File: src/mcpt_map.svh
// constants of the multi-channel pwm timer
// Operation
// wide variant: 32-bit up/down counter, prescaler
// narrow variant: 16-bit up/down counter, prescaler
// small variants: 16-bit up-only counters, prescaler
// full timers: four capture/compare/pwm/one-pulse channels
// two-channel variant: one complementary output
// single-channel variant: one complementary output
// pwm edge or centre aligned, 0-100%
// complementary pairs with programmable dead-time
// debug halt freezes counter, disables outputs
// full timers: dma requests, quadrature encoder
// trigger link between timers
// basic timers trigger converter, time base
// wrap reloads, flags update, requests irq/dma
`ifndef MCPT_MAP_SVH
`define MCPT_MAP_SVH
`define MCPT_MAX_W   32
`define MCPT_MAX_CH  4
`define MCPT_DT_W    8
`define MCPT_CNT_RST 32'h0000_0000
`define MCPT_PSC_RST 32'h0000_0000
`define MCPT_DT_RST  8'h00
`endif

File: src/mcpt_pkg.sv
// types of the multi-channel pwm timer
`include "mcpt_map.svh"
package mcpt_pkg;
    typedef enum logic [1:0] {
        CNT_EDGE_UP, CNT_EDGE_DOWN, CNT_CENTER, CNT_ENCODER
    } mcpt_cntmode_t;
    typedef enum logic [1:0] {
        CH_OFF, CH_CAPTURE, CH_COMPARE, CH_PWM
    } mcpt_chmode_t;
    typedef struct packed {
        logic [`MCPT_MAX_W-1:0]                      cnt;
        logic [`MCPT_MAX_W-1:0]                      psc;
        logic                                        down;
        logic                                        stopped;
        logic                                        upd_flag;
        logic                                        upd_pls;
        logic                                        irq_pls;
        logic                                        dma_pls;
        logic                                        trig_q;
        logic                                        enc_a;
        logic                                        enc_b;
        logic [`MCPT_MAX_CH-1:0]                     in_q;
        logic [`MCPT_MAX_CH-1:0]                     oc;
        logic [`MCPT_MAX_CH-1:0]                     capt_flag;
        logic [`MCPT_MAX_CH-1:0][`MCPT_MAX_W-1:0]    capt;
    } mcpt_core_t;
    typedef struct packed {
        logic                    ref_q;
        logic [`MCPT_DT_W-1:0]   cnt;
        logic                    out;
        logic                    outn;
    } mcpt_dt_t;
endpackage : mcpt_pkg

File: src/mcpt_dt_if.sv
// link between the counter core and one dead-time generator
`timescale 1ns/1ps
`include "mcpt_map.svh"
interface mcpt_dt_if;
    logic                  ref_lvl;
    logic                  force_off;
    logic [`MCPT_DT_W-1:0] dead;
    logic                  out;
    logic                  outn;
    modport core (output ref_lvl, output force_off, output dead,
                  input out, input outn);
    modport gen  (input ref_lvl, input force_off, input dead,
                  output out, output outn);
endinterface : mcpt_dt_if

File: src/mcpt_timer.sv
// parameterised timer core: counter, channels, encoder, debug, link
`timescale 1ns/1ps
`include "mcpt_map.svh"
module mcpt_timer #(
    parameter int CNT_W    = 16,
    parameter int PSC_W    = 16,
    parameter int NUM_CH   = 4,
    parameter int NUM_COMP = 0,
    parameter bit HAS_DOWN = 1'b1
) (
    input  wire logic                                 CLK,
    input  wire logic                                 ARST_N,
    input  wire logic                                 CNT_EN,
    input  wire mcpt_pkg::mcpt_cntmode_t              CNT_MODE,
    input  wire logic                                 ONE_PULSE,
    input  wire logic [PSC_W-1:0]                     PSC_DIV,
    input  wire logic [CNT_W-1:0]                     RELOAD,
    input  wire logic                                 ENC_A,
    input  wire logic                                 ENC_B,
    input  wire mcpt_pkg::mcpt_chmode_t [NUM_CH-1:0]  CH_MODE,
    input  wire logic [NUM_CH-1:0][CNT_W-1:0]         CMP_VAL,
    input  wire logic [NUM_CH-1:0]                    CH_IN,
    input  wire logic [NUM_CH-1:0]                    CAPT_CLR,
    input  wire logic [`MCPT_DT_W-1:0]                DEAD_TIME,
    input  wire logic                                 DBG_HALT,
    input  wire logic                                 DBG_FREEZE,
    input  wire logic                                 DBG_OUT_OFF,
    input  wire logic                                 TRIG_IN,
    input  wire logic                                 TRIG_RST_EN,
    input  wire logic                                 UPD_CLR,
    input  wire logic                                 UPD_IRQ_EN,
    input  wire logic                                 UPD_DMA_EN,
    output wire logic [CNT_W-1:0]                     CNT_VALUE,
    output wire logic                                 UPDATE_FLAG,
    output wire logic                                 UPD_EVT,
    output wire logic                                 IRQ_REQ,
    output wire logic                                 DMA_REQ,
    output wire logic                                 TRIG_OUT,
    output wire logic                                 DAC_TRIG,
    output wire logic [NUM_CH-1:0]                    CH_OUT,
    output wire logic [NUM_CH-1:0]                    CH_OUT_N,
    output wire logic [NUM_CH-1:0][CNT_W-1:0]         CAPT_VAL,
    output wire logic [NUM_CH-1:0]                    CAPT_FLAG
);
    import mcpt_pkg::*;

    localparam logic [31:0] CMASK = 32'hffff_ffff >> (32 - CNT_W);
    localparam logic [31:0] PMASK = 32'hffff_ffff >> (32 - PSC_W);

    mcpt_core_t    q, d;
    logic          frozen, outs_off, run, tick, wrap, enc_dn, trig_rst;
    logic [31:0]   rld, pdiv;
    mcpt_cntmode_t mode;

    // debug halt, link trigger and effective counting mode
    assign frozen   = DBG_HALT & DBG_FREEZE;
    assign outs_off = DBG_HALT & DBG_OUT_OFF;
    assign trig_rst = TRIG_RST_EN & TRIG_IN & ~q.trig_q;
    assign rld      = 32'(RELOAD);
    assign pdiv     = 32'(PSC_DIV) & PMASK;
    assign run      = CNT_EN & ~frozen & ~q.stopped;
    assign mode     = HAS_DOWN ? CNT_MODE : CNT_EDGE_UP;
    assign enc_dn   = q.enc_a ^ ENC_B;

    // next state of the counter, prescaler, flags and channels
    always_comb begin
        d         = q;
        tick      = 1'b0;
        wrap      = 1'b0;
        d.upd_pls = 1'b0;
        d.irq_pls = 1'b0;
        d.dma_pls = 1'b0;
        d.trig_q  = TRIG_IN;
        d.enc_a   = ENC_A;
        d.enc_b   = ENC_B;
        d.in_q    = '0;
        d.in_q[NUM_CH-1:0] = CH_IN;
        if (!CNT_EN) begin
            d.stopped = 1'b0;
        end
        // tick source: quadrature edges or the prescaler
        if (mode == CNT_ENCODER) begin
            tick = run & ((ENC_A ^ q.enc_a) ^ (ENC_B ^ q.enc_b));
        end else if (run) begin
            if (q.psc >= pdiv) begin
                d.psc = `MCPT_PSC_RST;
                tick  = 1'b1;
            end else begin
                d.psc = (q.psc + 32'h1) & PMASK;
            end
        end
        // counter step and wrap detection
        if (tick) begin
            case (mode)
                CNT_EDGE_UP: begin
                    if (q.cnt >= rld) begin
                        d.cnt = `MCPT_CNT_RST;
                        wrap  = 1'b1;
                    end else begin
                        d.cnt = q.cnt + 32'h1;
                    end
                end
                CNT_EDGE_DOWN: begin
                    if (q.cnt == 32'h0) begin
                        d.cnt = rld;
                        wrap  = 1'b1;
                    end else begin
                        d.cnt = q.cnt - 32'h1;
                    end
                end
                CNT_CENTER: begin
                    if (rld == 32'h0) begin
                        d.cnt = 32'h0;
                        wrap  = 1'b1;
                    end else if (!q.down && q.cnt >= rld) begin
                        d.down = 1'b1;
                        d.cnt  = rld - 32'h1;
                        wrap   = 1'b1;
                    end else if (q.down && q.cnt == 32'h0) begin
                        d.down = 1'b0;
                        d.cnt  = 32'h1;
                        wrap   = 1'b1;
                    end else begin
                        d.cnt = q.down ? q.cnt - 32'h1 : q.cnt + 32'h1;
                    end
                end
                CNT_ENCODER: begin
                    if (enc_dn) begin
                        wrap  = (q.cnt == 32'h0);
                        d.cnt = wrap ? rld : q.cnt - 32'h1;
                    end else begin
                        wrap  = (q.cnt >= rld);
                        d.cnt = wrap ? 32'h0 : q.cnt + 32'h1;
                    end
                end
                default: d.cnt = q.cnt;
            endcase
            d.cnt = d.cnt & CMASK;
        end
        // slave reset from the link overrides the step
        if (trig_rst) begin
            d.cnt  = `MCPT_CNT_RST;
            d.psc  = `MCPT_PSC_RST;
            d.down = 1'b0;
        end
        // update event: sticky flag, set wins over clear
        if (wrap) begin
            d.upd_pls  = 1'b1;
            d.upd_flag = 1'b1;
            d.irq_pls  = UPD_IRQ_EN;
            d.dma_pls  = UPD_DMA_EN;
            d.stopped  = ONE_PULSE;
        end else if (UPD_CLR) begin
            d.upd_flag = 1'b0;
        end
        // channels: capture, toggle on match, pwm level
        for (int i = 0; i < NUM_CH; i++) begin
            case (CH_MODE[i])
                CH_CAPTURE: begin
                    d.oc[i] = 1'b0;
                    if (CH_IN[i] && !q.in_q[i]) begin
                        d.capt[i]      = q.cnt;
                        d.capt_flag[i] = 1'b1;
                    end else if (CAPT_CLR[i]) begin
                        d.capt_flag[i] = 1'b0;
                    end
                end
                CH_COMPARE: begin
                    if (tick && q.cnt == 32'(CMP_VAL[i])) begin
                        d.oc[i] = ~q.oc[i];
                    end
                end
                CH_PWM: d.oc[i] = (d.cnt < 32'(CMP_VAL[i]));
                default: d.oc[i] = 1'b0;
            endcase
            if (outs_off) begin
                d.oc[i] = 1'b0;
            end
        end
    end

    always_ff @(posedge CLK or negedge ARST_N) begin
        if (!ARST_N) begin
            q <= '0;
        end else begin
            q <= d;
        end
    end

    // channel outputs, with dead-time pairs on the low channels
    genvar g;
    generate
        for (g = 0; g < NUM_CH; g++) begin : g_ch
            assign CAPT_VAL[g]  = q.capt[g][CNT_W-1:0];
            assign CAPT_FLAG[g] = q.capt_flag[g];
            if (g < NUM_COMP) begin : g_pair
                mcpt_dt_if dt ();
                assign dt.ref_lvl   = q.oc[g];
                assign dt.force_off = outs_off;
                assign dt.dead      = DEAD_TIME;
                mcpt_deadtime u_dt (
                    .clk    (CLK),
                    .arst_n (ARST_N),
                    .dt     (dt.gen)
                );
                assign CH_OUT[g]   = dt.out;
                assign CH_OUT_N[g] = dt.outn;
            end else begin : g_single
                assign CH_OUT[g]   = q.oc[g];
                assign CH_OUT_N[g] = 1'b0;
            end
        end
    endgenerate

    // status and event outputs
    assign CNT_VALUE   = q.cnt[CNT_W-1:0];
    assign UPDATE_FLAG = q.upd_flag;
    assign UPD_EVT     = q.upd_pls;
    assign IRQ_REQ     = q.irq_pls;
    assign DMA_REQ     = q.dma_pls;
    assign TRIG_OUT    = q.upd_pls;
    assign DAC_TRIG    = q.upd_pls;
endmodule : mcpt_timer

File: src/mcpt_deadtime.sv
// complementary output pair with dead-time insertion
`timescale 1ns/1ps
`include "mcpt_map.svh"
module mcpt_deadtime (
    input wire logic clk,
    input wire logic arst_n,
    mcpt_dt_if.gen   dt
);
    import mcpt_pkg::*;
    mcpt_dt_t q, d;

    // any edge of the reference drops both legs, then waits dead+1 cycles
    always_comb begin
        d = q;
        d.ref_q = dt.ref_lvl;
        if (dt.force_off) begin
            d.out  = 1'b0;
            d.outn = 1'b0;
            d.cnt  = dt.dead;
        end else if (dt.ref_lvl != q.ref_q) begin
            d.out  = 1'b0;
            d.outn = 1'b0;
            d.cnt  = dt.dead;
        end else if (q.cnt != '0) begin
            d.cnt = q.cnt - 1'b1;
        end else begin
            d.out  = q.ref_q;
            d.outn = ~q.ref_q;
        end
    end

    always_ff @(posedge clk or negedge arst_n) begin
        if (!arst_n) begin
            q <= '{ref_q: 1'b0, cnt: `MCPT_DT_RST, out: 1'b0, outn: 1'b0};
        end else begin
            q <= d;
        end
    end

    assign dt.out  = q.out;
    assign dt.outn = q.outn;
endmodule : mcpt_deadtime

File: config.mk
export PLATFORM = sky130hd
export DESIGN_NAME = mcpt_timer
export DESIGN_NICKNAME = d
export VERILOG_FILES = /design/src/mcpt_pkg.sv /design/src/mcpt_dt_if.sv /design/src/mcpt_timer.sv /design/src/mcpt_deadtime.sv
export VERILOG_INCLUDE_DIRS = /design/src
export SDC_FILE = /design/constraint.sdc
export NUM_CORES = 1
export LEC_CHECK = 0
export BUFFER_PORTS_ARGS = -buffer_cell sky130_fd_sc_hd__buf_2
export CAP_MARGIN = 20
export CELL_PAD_IN_SITES_DETAIL_PLACEMENT = 1
export CELL_PAD_IN_SITES_GLOBAL_PLACEMENT = 2
export CORE_MARGIN = 2
export CORE_UTILIZATION = 36
export DETAILED_ROUTE_END_ITERATION = 8
export GPL_ROUTABILITY_DRIVEN = 0
export GPL_TIMING_DRIVEN = 1
export PLACE_DENSITY = 0.91
export RECOVER_POWER = 50
export SLEW_MARGIN = 0
export SYNTH_ARGS = -nofsm -noshare
export SYNTH_HDL_FRONTEND = slang
export SYNTH_SLANG_ARGS = --single-unit
export TNS_END_PERCENT = 20
File: constraint.sdc
create_clock -name CLK -period 14.74 [get_ports CLK]
set_input_delay 4.422 -clock CLK [delete_from_list [all_inputs] [get_ports CLK]]
set_output_delay 4.422 -clock CLK [all_outputs]
set_load 0.1 [all_outputs]
==> results.py, run 1 <==
metrics = {
    "sta": {
        "clock_skew_ns": 0.02293,
        "post-route-worst-setup-slack_ns": 4.321,
        "worst_pin_slew_ns": 4.960,
        "hold_viol_final": 0,
        "whs_ns": 0.4757,
        "slew_headroom": -2.307,
        "timing.final.crit_period_ns": 10.42,
        "rsz0062_at_grt": "false",
        "final-max-slew-violation-count": 144,
        "tns_ns": 0,
        "final_worst_path_cycle_share": 0.7068,
        "report.final.setup_viol": 0,
        "timing.fmax_mhz": 95.98,
    },
    "power_and_ir_drop": {
        "power_leakage_nw": 6.134,
        "p_per_area_nw_per_um2": 171.0,
        "switchingPower_mw": 1.110,
        "peakVddDrop_v": 0.0001067,
        "reg_power_frac": 0.236,
        "power_frac_clock": 0.207,
        "power.internal_uw": 965.2,
        "combinationalPowerShare": 0.557,
        "p_sw_frac": 0.5348,
    },
    "global_routing": {
        "gr-usage-all-layers": 0.2456,
        "grt_max_degree": 90,
        "antenna_found_initial": 4,
        "global_route.overflow_total": 0,
        "grt_pass1_vias": 9842,
        "grt_pass1_wl_mm": 57.24,
    },
    "logic_synthesis": {
        "synth.cell_area_sq_um": 10680,
        "synth_enable_flop_cells": 0,
        "synth_warnings": 0,
        "proportion_of_synthesized_flip_flops_having_asynchronous_set_or_reset": 1.000,
        "synthCells": 1201,
        "ys_types": 62,
        "post_synth.cell_area_avg_sq_um": 8.894,
        "flip_flop_cell_with_the_highest_count_after_synthesis": "dfrtp_1",
        "synth_seq_area_share": 0.3116,
        "flops_latches_synth": 133,
    },
    "worst_setup_path": {
        "reg_to_reg_critical_path_startpoint": "q[141]",
        "required_ns": 15.09,
        "crit_path_cell_trace": "clkbuf_1, xor2_1, xnor2_1, a31oi_1, nand2_1, a21oi_1, o21ai_0, a31oi_1, ha_1, a21o_1, a21o_1, a211o_1, o211ai_1, a21oi_1, or4_1, a31o_2, nand2_1",
        "reg2reg_depth": 16,
        "rrSetupSlack_ns": 8.08,
        "arrival_ns": 10.77,
        "timing.critical_path.to": "CH_OUT[2]",
        "critical_path.slowest_cell": "a31oi_1",
        "critPathCaptureType": "flop",
        "rr_endpoint": "CH_OUT[2]",
        "path_class": "in -> reg",
        "max_stage_delay_ns": 0.86,
        "start_kind": "input port",
        "startpoint": "ENC_B",
        "critical_path_peak_fanout": 18,
    },
    "layout": {
        "num-nets-final": 1553,
        "layout-area-overhead-vs-synth_pct": 13.59,
        "nFillCells": 3516,
        "layout_cell_share_with_drive_strength_beyond_1": 0.2556,
    },
    "clock_network": {
        "cts_root_buf": "clkbuf_16",
        "clock_insertion_delay_worst_skew_ns": 0.43,
        "setup_fix_bufs_post_cts": 0,
        "cts.clk_slew.worst_paths_ns": 0.06,
        "htree_num_levels": 4,
        "post_cts_resized": 0,
        "cts_max_path_buffers": 2,
        "cts_buf_count": 17,
        "numClockSinks": 133,
        "postCtsHoldBufs": 0,
        "tritoncts": "yes",
    },
    "run_status": {
        "run_status": "complete, but fails checks",
        "violations": "max-capacitance violations, max-slew violations",
    },
    "place": {
        "pre_cts_ws_ns": 4.131,
        "hpwl_mm": 28.77,
        "buffer_ports.inserted": 221,
    },
    "drt": {
        "dr.pass1.iters": 5,
        "routed_wirelength_mm": 38.19,
        "wl_per_cell_microns": 22.11,
        "ant_nets": 0,
        "dr_total_vias": 9560,
        "post_drt_via_cell_ratio": 5.536,
        "remaining_drc_errors": 0,
        "violation_count_after_the_first_detailed_routing_iteration": 527,
    },
    "floorplanning": {
        "die_height_microns": 176.3,
        "die_area_sq_um": 31060,
        "start_util": 0.3633,
        "design.core.area_sq_um": 29400,
        "rows": 63,
        "top_level_ports": 234,
        "die_width_microns": 176.3,
    },
    "worst_hold_path": {
        "hold_path.class": "reg -> reg",
        "hold_path_startpoint": "CAPT_FLAG[0]",
    },
    "job": {
        "max_cap_violations": 3,
    },
}
[cell usage after synthesis, types with 6 or more instances]
cell	number	area, sq um
nor4_1	24	150.1
a21o_1	23	172.7
a31oi_1	14	87.58
dfrtp_1	133	3328
buf_4	94	705.7
xnor2_1	74	648.1
nand4_1	33	206.5
and2_1	20	125.1
a21oi_1	54	270.3
or2_2	9	56.30
clkbuf_1	46	172.7
and3_1	14	87.58
mux2_2	64	720.7
ha_1	96	1201
o211ai_1	8	60.06
nand3_1	23	115.1
o21a_1	7	52.55
nor2b_1	6	37.54
a211oi_1	6	45.04
nand2b_1	13	81.33
o32ai_1	6	52.55
nand2_1	63	236.5
nor3_1	19	95.09
o21ai_0	62	310.3
o31ai_1	7	52.55
xor2_1	28	245.2
o22ai_1	7	43.79
nor2_1	57	214.0
nand3b_1	7	52.55
inv_1	104	390.4
[logic make-up after synthesis]
family | after synthesis | synth area share
mux | 67 | 0.07028
flops | 133 | 0.3116
simple gates | 316 | 0.1600
fa+ha+maj | 96 | 0.1125
other cells | 1 | 0.0003511
compound gates | 233 | 0.1386
xor+xnor | 102 | 0.08364
buf+inv | 253 | 0.1231
[registers in the layout, summed over array words and instances, names as in the netlist]
name,flops
DAC_TRIG,1
CAPT_FLAG,4
q,41
CH_OUT,4
IRQ_REQ,1
DMA_REQ,1
UPDATE_FLAG,1
CNT_VALUE,16
CAPT_VAL,64
[power by group through the flow]
| stage | Clock, mW | Sequential (mW) | Combinational (mW) |
|---|---|---|---|
| 3_5_place_dp | 0 | 0.496 | 1.15 |
| 3_3_place_gp | 0 | 0.490 | 1.13 |
| 5_1_grt | 0.457 | 0.499 | 1.21 |
| 4_1_cts | 0.440 | 0.490 | 1.15 |
| 6_report | 0.430 | 0.489 | 1.16 |
| 2_1_floorplan | 0 | 0.477 | 0.980 |
[worst min path at each step]
stage	to	slack, ns	depth (start not counted)
2_1_floorplan	q[147]	0.44	2
3_3_place_gp	CAPT_FLAG[1]	0.46	1
3_5_place_dp	CAPT_FLAG[0]	0.47	1
4_1_cts	q[147]	0.48	2
5_1_grt	CAPT_FLAG[0]	0.50	1
6_report	CAPT_FLAG[0]	0.48	1
[metal layers]
layer / up-vias / routed length, microns / GRT usage
met2: 342 / 17840 / 0.4034
met5: - / 13 / 0
met1: 4744 / 16480 / 0.3118
li1: 4376 / - / -
met4: 2 / 1650 / 0.1181
met3: 96 / 2202 / 0.04479
[placed cells by master, fill, tap and decap left out, drive strengths merged, types with 7 or more instances in the layout]
cell,netlist,final
clkbuf,46,37
and2,20,20
mux2,64,64
and3,14,14
o31ai,7,7
nor2,57,57
nand3,23,23
o21a,7,7
nand2,63,63
o211ai,8,8
xnor2,74,74
ha,96,96
nor4,25,25
a211oi,7,7
buf,103,231
nand4,33,33
a21oi,54,54
o21ai,64,64
nand2b,13,13
dfrtp,133,133
or2,9,9
xor2,28,28
inv,104,105
nand3b,7,7
o22ai,7,7
nor3,19,19
a21o,23,23
a31oi,14,14
[final cells by class]
cell class                      instances  area [sq um]  area share
Timing Repair Buffer                  247          1275      0.1051
Clock inverter                         11         123.9     0.01021
Antenna cell                            3         7.507   0.0006187
Tap cell                              390         488.0     0.04022
Clock buffer                           21         470.5     0.03877
Sequential cell                       133          3328      0.2743
Multi-Input combinational cell        818          6050      0.4986
Inverter                              104         390.4     0.03217
[stage by stage]
| step | power [mW] | instance area (sq um) | utilization | std cells |
|---|---|---|---|---|
| finish | 2.075 | 12130 | 0.4127 | 1727 |
| global route | 2.165 | 12130 | 0.4127 | 1727 |
| CTS | 2.084 | 12210 | 0.4153 | 1723 |
| detailed placement | 1.646 | 11620 | 0.3951 | 1691 |
| global placement | 1.619 | 11620 | 0.3951 | 1691 |
| floorplan | 1.456 | 10690 | - | 1204 |
[worst max-delay path: cells and delay by family]
kind | cells | cell delay, ns
adder cells (fa/ha/maj) | 1 | 0.40
AND/OR/NAND/NOR | 3 | 1.39
AO/OA/AOI/OAI | 10 | 3.85
XOR/XNOR | 2 | 0.57
buffers and inverters | 1 | 0.13
No activity file was read; power rests on OpenSTA's default activity.
==> run 2: changes to the inputs <==
--- a/config.mk
+++ b/config.mk
@@ -11,11 +11,11 @@
 export CELL_PAD_IN_SITES_DETAIL_PLACEMENT = 1
 export CELL_PAD_IN_SITES_GLOBAL_PLACEMENT = 2
 export CORE_MARGIN = 2
-export CORE_UTILIZATION = 36
+export CORE_UTILIZATION = 30
 export DETAILED_ROUTE_END_ITERATION = 8
 export GPL_ROUTABILITY_DRIVEN = 0
 export GPL_TIMING_DRIVEN = 1
-export PLACE_DENSITY = 0.91
+export PLACE_DENSITY = 0.82
 export RECOVER_POWER = 50
 export SLEW_MARGIN = 0
 export SYNTH_ARGS = -nofsm -noshare
==> constraint.sdc (replaced) <==
create_clock -name CLK -period 8.8 [get_ports CLK]
set_input_delay 2.64 -clock CLK [delete_from_list [all_inputs] [get_ports CLK]]
set_output_delay 2.64 -clock CLK [all_outputs]
set_load 0.1 [all_outputs]
==> results.py, run 2 (synthesized netlist as in run 1, its figures left out) <==
metrics = {
    "sta": {
        "post-route-worst-setup-slack_ns": 1.472,
        "clock_skew_ns": 0.01447,
        "timing.final.crit_period_ns": 7.328,
        "rsz0062_at_grt": "false",
        "final_worst_path_cycle_share": 0.8327,
        "timing.fmax_mhz": 136.5,
        "slew_headroom": -2.185,
        "worst_pin_slew_ns": 4.778,
        "report.final.setup_viol": 0,
        "hold_viol_final": 0,
        "tns_ns": 0,
        "final-max-slew-violation-count": 94,
    },
    "drt": {
        "dr_total_vias": 9499,
        "ant_nets": 0,
        "routed_wirelength_mm": 40.02,
        "wl_per_cell_microns": 22.11,
        "violation_count_after_the_first_detailed_routing_iteration": 560,
        "dr.pass1.iters": 5,
        "post_drt_via_cell_ratio": 5.248,
        "remaining_drc_errors": 0,
    },
    "layout": {
        "utilization": 0.3492,
        "layout-area-overhead-vs-synth_pct": 15.44,
        "mostFrequentLayoutCells": "buf_2, dfrtp_1, inv_1",
        "layout_cell_share_with_drive_strength_beyond_1": 0.2656,
        "num-nets-final": 1567,
        "layout_commonest_cell": "buf_2",
        "design_area_sq_um": 12330,
        "nFillCells": 4204,
        "largest_register_ff_count": 64,
        "post_layout_nonfiller_instances": 1810,
    },
    "clock_network": {
        "tritoncts": "yes",
        "post_cts_resized": 0,
        "cts_root_buf": "clkbuf_16",
        "htree_num_levels": 4,
        "cts_max_path_buffers": 2,
        "cts_buf_count": 17,
        "clock_insertion_delay_worst_skew_ns": 0.42,
        "setup_fix_bufs_post_cts": 0,
        "postCtsHoldBufs": 0,
        "cts.clk_slew.worst_paths_ns": 0.06,
        "numClockSinks": 133,
    },
    "worst_setup_path": {
        "arrival_ns": 7.68,
        "required_ns": 9.15,
        "path_class": "in -> reg",
        "rrSetupSlack_ns": 2.65,
        "critical_path_peak_fanout": 8,
        "critPathCaptureType": "flop",
        "start_kind": "input port",
    },
    "global_routing": {
        "gr-usage-all-layers": 0.2161,
        "antenna_found_initial": 3,
        "grt_pass1_wl_mm": 59.39,
        "grt_max_degree": 84,
        "grt_pass1_vias": 9843,
        "global_route.overflow_total": 0,
    },
    "run_status": {
        "run_status": "complete, but fails checks",
        "violations": "max-capacitance violations, max-slew violations",
    },
    "power_and_ir_drop": {
        "p_sw_frac": 0.5394,
        "power_leakage_nw": 6.218,
        "peakVddDrop_v": 0.0002411,
        "switchingPower_mw": 1.871,
        "reg_power_frac": 0.233,
        "p_per_area_nw_per_um2": 281.3,
        "power.internal_mw": 1.598,
        "power_frac_clock": 0.199,
        "combinationalPowerShare": 0.568,
    },
    "place": {
        "postPlaceCellArea_sq_um": 11820,
        "buffer_ports.inserted": 221,
        "hpwl_mm": 30.32,
        "pre_cts_ws_ns": 1.067,
        "dpl.cell_count": 1776,
    },
    "floorplanning": {
        "top_level_ports": 234,
        "die_width_microns": 192.7,
        "die_height_microns": 192.7,
        "rows": 69,
        "start_util": 0.3025,
        "design.core.area_sq_um": 35310,
        "die_area_sq_um": 37130,
    },
    "worst_hold_path": {
        "hold_path.class": "reg -> reg",
    },
    "job": {
        "max_cap_violations": 2,
    },
}
## run 2: changes by cell type in the layout (fill, tap and decap cells not counted), moves of 2 or more
cell        delta
clkinvlp_4     -2
nor4bb_1       -2
clkinv_4       +2
buf_2          +2
clkinv_2       -2
buf_4         +14
nor4bb_4       +2
diode_2        -2
## run 2: worst max-delay path: stages
cell and delay (ns):
buf_2 0.15, inv_1 0.06, ha_1 0.30, and3_1 0.20
a221oi_1 0.25, o21ai_0 0.28, a21oi_1 0.22, buf_4 0.17
o21ai_1 0.21, or2_2 0.40, or3b_2 0.47, a31oi_1 0.19
buf_4 0.20, ha_1 0.26, a21o_1 0.19, a21o_1 0.18
a211o_1 0.29, o211ai_1 0.10, a21oi_1 0.15, or4_1 0.48
a31o_2 0.22, nand2_1 0.05
## run 2: cell type report
| cell class | count | area, sq um | share of cell area |
|---|---|---|---|
| flip-flops and latches | 133 | 3328 | 0.2699 |
| repair buffers | 261 | 1384 | 0.1122 |
| inverters | 104 | 390.4 | 0.03166 |
| multi-input cells | 818 | 6086 | 0.4936 |
| clock inverters | 9 | 95.09 | 0.007712 |
| well taps | 461 | 576.8 | 0.04678 |
| diodes | 1 | 2.502 | 0.0002029 |
| clock buffers | 23 | 467.9 | 0.03795 |
## run 2: per-stage QoR
step | power (mW) | hold WS (ns)
4_1_cts | 3.495 | 0.4771
2_1_floorplan | 2.439 | 0.4421
3_3_place_gp | 2.747 | 0.4570
6_report | 3.469 | 0.4796
5_1_grt | 3.635 | 0.5068
3_5_place_dp | 2.787 | 0.4633
## run 2: final timing paths
path | start | cells past startpoint | to
setup / recovery | RELOAD[7] | 22 | CH_OUT[2]
hold reg to reg | CAPT_FLAG[1] | 1 | CAPT_FLAG[1]
max in group asynchronous | ARST_N | 2 | CAPT_VAL[47]
setup reg to reg | CNT_VALUE[1] | 18 | CH_OUT[0]
min in group asynchronous | ARST_N | 1 | CAPT_VAL[15]
hold / removal | CAPT_FLAG[1] | 1 | CAPT_FLAG[1]
## run 2: power by group through the flow
stage                     Clock, mW  Combinational (mW)  Sequential, mW
final                         0.690                1.97           0.807
after global routing          0.734                2.08           0.825
after CTS                     0.711                1.97           0.809
after detailed placement          0                1.97           0.818
after global placement            0                1.94           0.811
after floorplan                   0                1.64           0.798
## run 2: layer usage
layer,part of all wire,track usage,up-vias,wire length (microns)
li1,-,-,4400,-
met3,0.068,0.04146,72,2733
met4,0.035,0.08456,2,1400
met5,0.00032,0,-,13
met2,0.47,0.3479,347,18650
met1,0.43,0.2845,4678,17220
==> run 3: changes to the inputs <==
--- a/config.mk
+++ b/config.mk
@@ -11,11 +11,11 @@
 export CELL_PAD_IN_SITES_DETAIL_PLACEMENT = 1
 export CELL_PAD_IN_SITES_GLOBAL_PLACEMENT = 2
 export CORE_MARGIN = 2
-export CORE_UTILIZATION = 30
+export CORE_UTILIZATION = 33
 export DETAILED_ROUTE_END_ITERATION = 8
 export GPL_ROUTABILITY_DRIVEN = 0
 export GPL_TIMING_DRIVEN = 1
-export PLACE_DENSITY = 0.82
+export PLACE_DENSITY = 0.85
 export RECOVER_POWER = 50
 export SLEW_MARGIN = 0
 export SYNTH_ARGS = -nofsm -noshare
==> constraint.sdc (replaced) <==
create_clock -name CLK -period 7.1 [get_ports CLK]
set_input_delay 2.13 -clock CLK [delete_from_list [all_inputs] [get_ports CLK]]
set_output_delay 2.13 -clock CLK [all_outputs]
set_load 0.1 [all_outputs]
==> results.py, run 3 (synthesized netlist as in run 1, its figures left out) <==
metrics = {
    "run_status": {
        "run_status": "complete, but fails checks",
        "violations": "max-capacitance violations, max-slew violations",
    },
    "drt": {
        "remaining_drc_errors": 0,
        "ant_nets": 0,
        "dr_total_vias": 9696,
        "dr.pass1.iters": 5,
        "post_drt_via_cell_ratio": 5.512,
        "routed_wirelength_mm": 39.54,
        "wl_per_cell_microns": 22.48,
        "violation_count_after_the_first_detailed_routing_iteration": 731,
    },
    "floorplanning": {
        "design.core.area_sq_um": 31720,
        "die_area_sq_um": 33820,
        "top_level_ports": 234,
        "die_width_microns": 183.9,
        "die_height_microns": 183.9,
        "rows": 65,
        "start_util": 0.3368,
    },
    "worst_setup_path": {
        "required_ns": 7.43,
        "max_stage_delay_ns": 0.47,
        "path_class": "in -> reg",
        "critPathCaptureType": "flop",
        "critical_path_peak_fanout": 5,
        "arrival_ns": 6.95,
        "crit_path_cell_trace": "buf_2, inv_1, ha_1, a21o_1, a221oi_1, o21ai_0, a21oi_1, o21ai_1, or2_2, or3b_2, a31oi_1, buf_4, ha_1, a21o_1, a21o_1, a21oi_1, o21ai_0, o21a_1, o21ai_0, nand4_1, a22oi_1",
        "rrSetupSlack_ns": 1.32,
        "critical_path.slowest_cell": "or3b_2",
        "start_kind": "input port",
    },
    "place": {
        "pre_cts_ws_ns": 0.1369,
        "postPlaceCellArea_sq_um": 11810,
        "dpl.cell_count": 1727,
        "buffer_ports.inserted": 221,
        "hpwl_mm": 30.27,
    },
    "job": {
        "max_cap_violations": 1,
    },
    "layout": {
        "utilization": 0.3876,
        "design_area_sq_um": 12290,
        "largest_register_ff_count": 64,
        "num-nets-final": 1576,
        "layout-area-overhead-vs-synth_pct": 15.10,
        "mostFrequentLayoutCells": "buf_2, dfrtp_1, inv_1",
        "layout_commonest_cell": "buf_2",
        "layout_cell_share_with_drive_strength_beyond_1": 0.2712,
        "post_layout_nonfiller_instances": 1759,
        "n_antenna_cell": 0,
    },
    "power_and_ir_drop": {
        "p_total_mw": 4.329,
        "reg_power_frac": 0.241,
        "power_leakage_nw": 6.246,
        "switchingPower_mw": 2.326,
        "power.internal_mw": 2.003,
        "combinationalPowerShare": 0.556,
        "p_sw_frac": 0.5374,
        "power_frac_clock": 0.203,
        "p_per_area_nw_per_um2": 352.1,
        "peakVddDrop_v": 0.0002312,
    },
    "clock_network": {
        "cts_buf_count": 17,
        "htree_num_levels": 4,
        "tritoncts": "yes",
        "postCtsHoldBufs": 0,
        "numClockSinks": 133,
        "cts.clk_slew.worst_paths_ns": 0.06,
        "cts_root_buf": "clkbuf_16",
        "clock_insertion_delay_worst_skew_ns": 0.42,
        "cts_max_path_buffers": 2,
        "setup_fix_bufs_post_cts": 0,
        "post_cts_resized": 0,
    },
    "sta": {
        "clock_skew_ns": 0.01343,
        "rsz0062_at_grt": "false",
        "post-route-worst-setup-slack_ns": 0.4875,
        "hold_viol_final": 0,
        "report.final.setup_viol": 0,
        "timing.final.crit_period_ns": 6.612,
        "timing.fmax_mhz": 151.2,
        "whs_ns": 0.4807,
        "worst_pin_slew_ns": 4.536,
        "slew_headroom": -2.024,
        "tns_ns": 0,
        "final_worst_path_cycle_share": 0.9313,
        "final-max-slew-violation-count": 81,
    },
    "worst_hold_path": {
        "hold_path.class": "reg -> reg",
    },
    "global_routing": {
        "grt_pass1_wl_mm": 59.57,
        "grt_max_degree": 81,
        "grt_pass1_vias": 9980,
        "antenna_found_initial": 0,
        "global_route.overflow_total": 0,
        "gr-usage-all-layers": 0.2351,
    },
}
-- run 3: path summary, 6_finish.rpt --
check,end,startpoint,depth (start not counted)
setup / recovery,CH_OUT[3],RELOAD[6],21
hold / removal,q[147],q[147],2
setup reg to reg,CH_OUT[3],CNT_VALUE[5],19
hold reg to reg,q[147],q[147],2
max in group asynchronous,CAPT_VAL[41],ARST_N,2
min in group asynchronous,CAPT_VAL[45],ARST_N,1
-- run 3: critical path: cells and delay by family --
family	cells	cell delay [ns]
AO/OA/AOI/OAI	13	2.82
AND/OR/NAND/NOR	3	0.97
adder cells (fa/ha/maj)	2	0.56
buffers and inverters	3	0.44
-- run 3: final cells by class --
cell class	instances	area [sq um]
fillers	3787	19420
multi-input cells	818	6050
flip-flops and latches	133	3328
repair buffers	270	1446
well taps	402	503.0
clock buffers	19	432.9
inverters	104	390.4
clock inverters	13	143.9
-- run 3: metal layers --
layer  GRT usage  wire length (microns)  up-vias  part of all wire
li1            -                      -     4408                 -
met1      0.3083                  17460     4884              0.44
met2      0.3964                  18950      343              0.48
met3     0.04180                   2280       61             0.058
met4     0.06592                    852        0             0.022
met5           0                      0        -                 0
-- run 3: power by group through the flow --
stage	Combinational [mW]	Sequential [mW]	Clock [mW]
floorplan	2.03	0.989	0
detailed placement	2.40	1.06	0
CTS	2.41	1.05	0.900
global route	2.53	1.07	0.935
global placement	2.36	1.05	0
finish	2.41	1.04	0.880
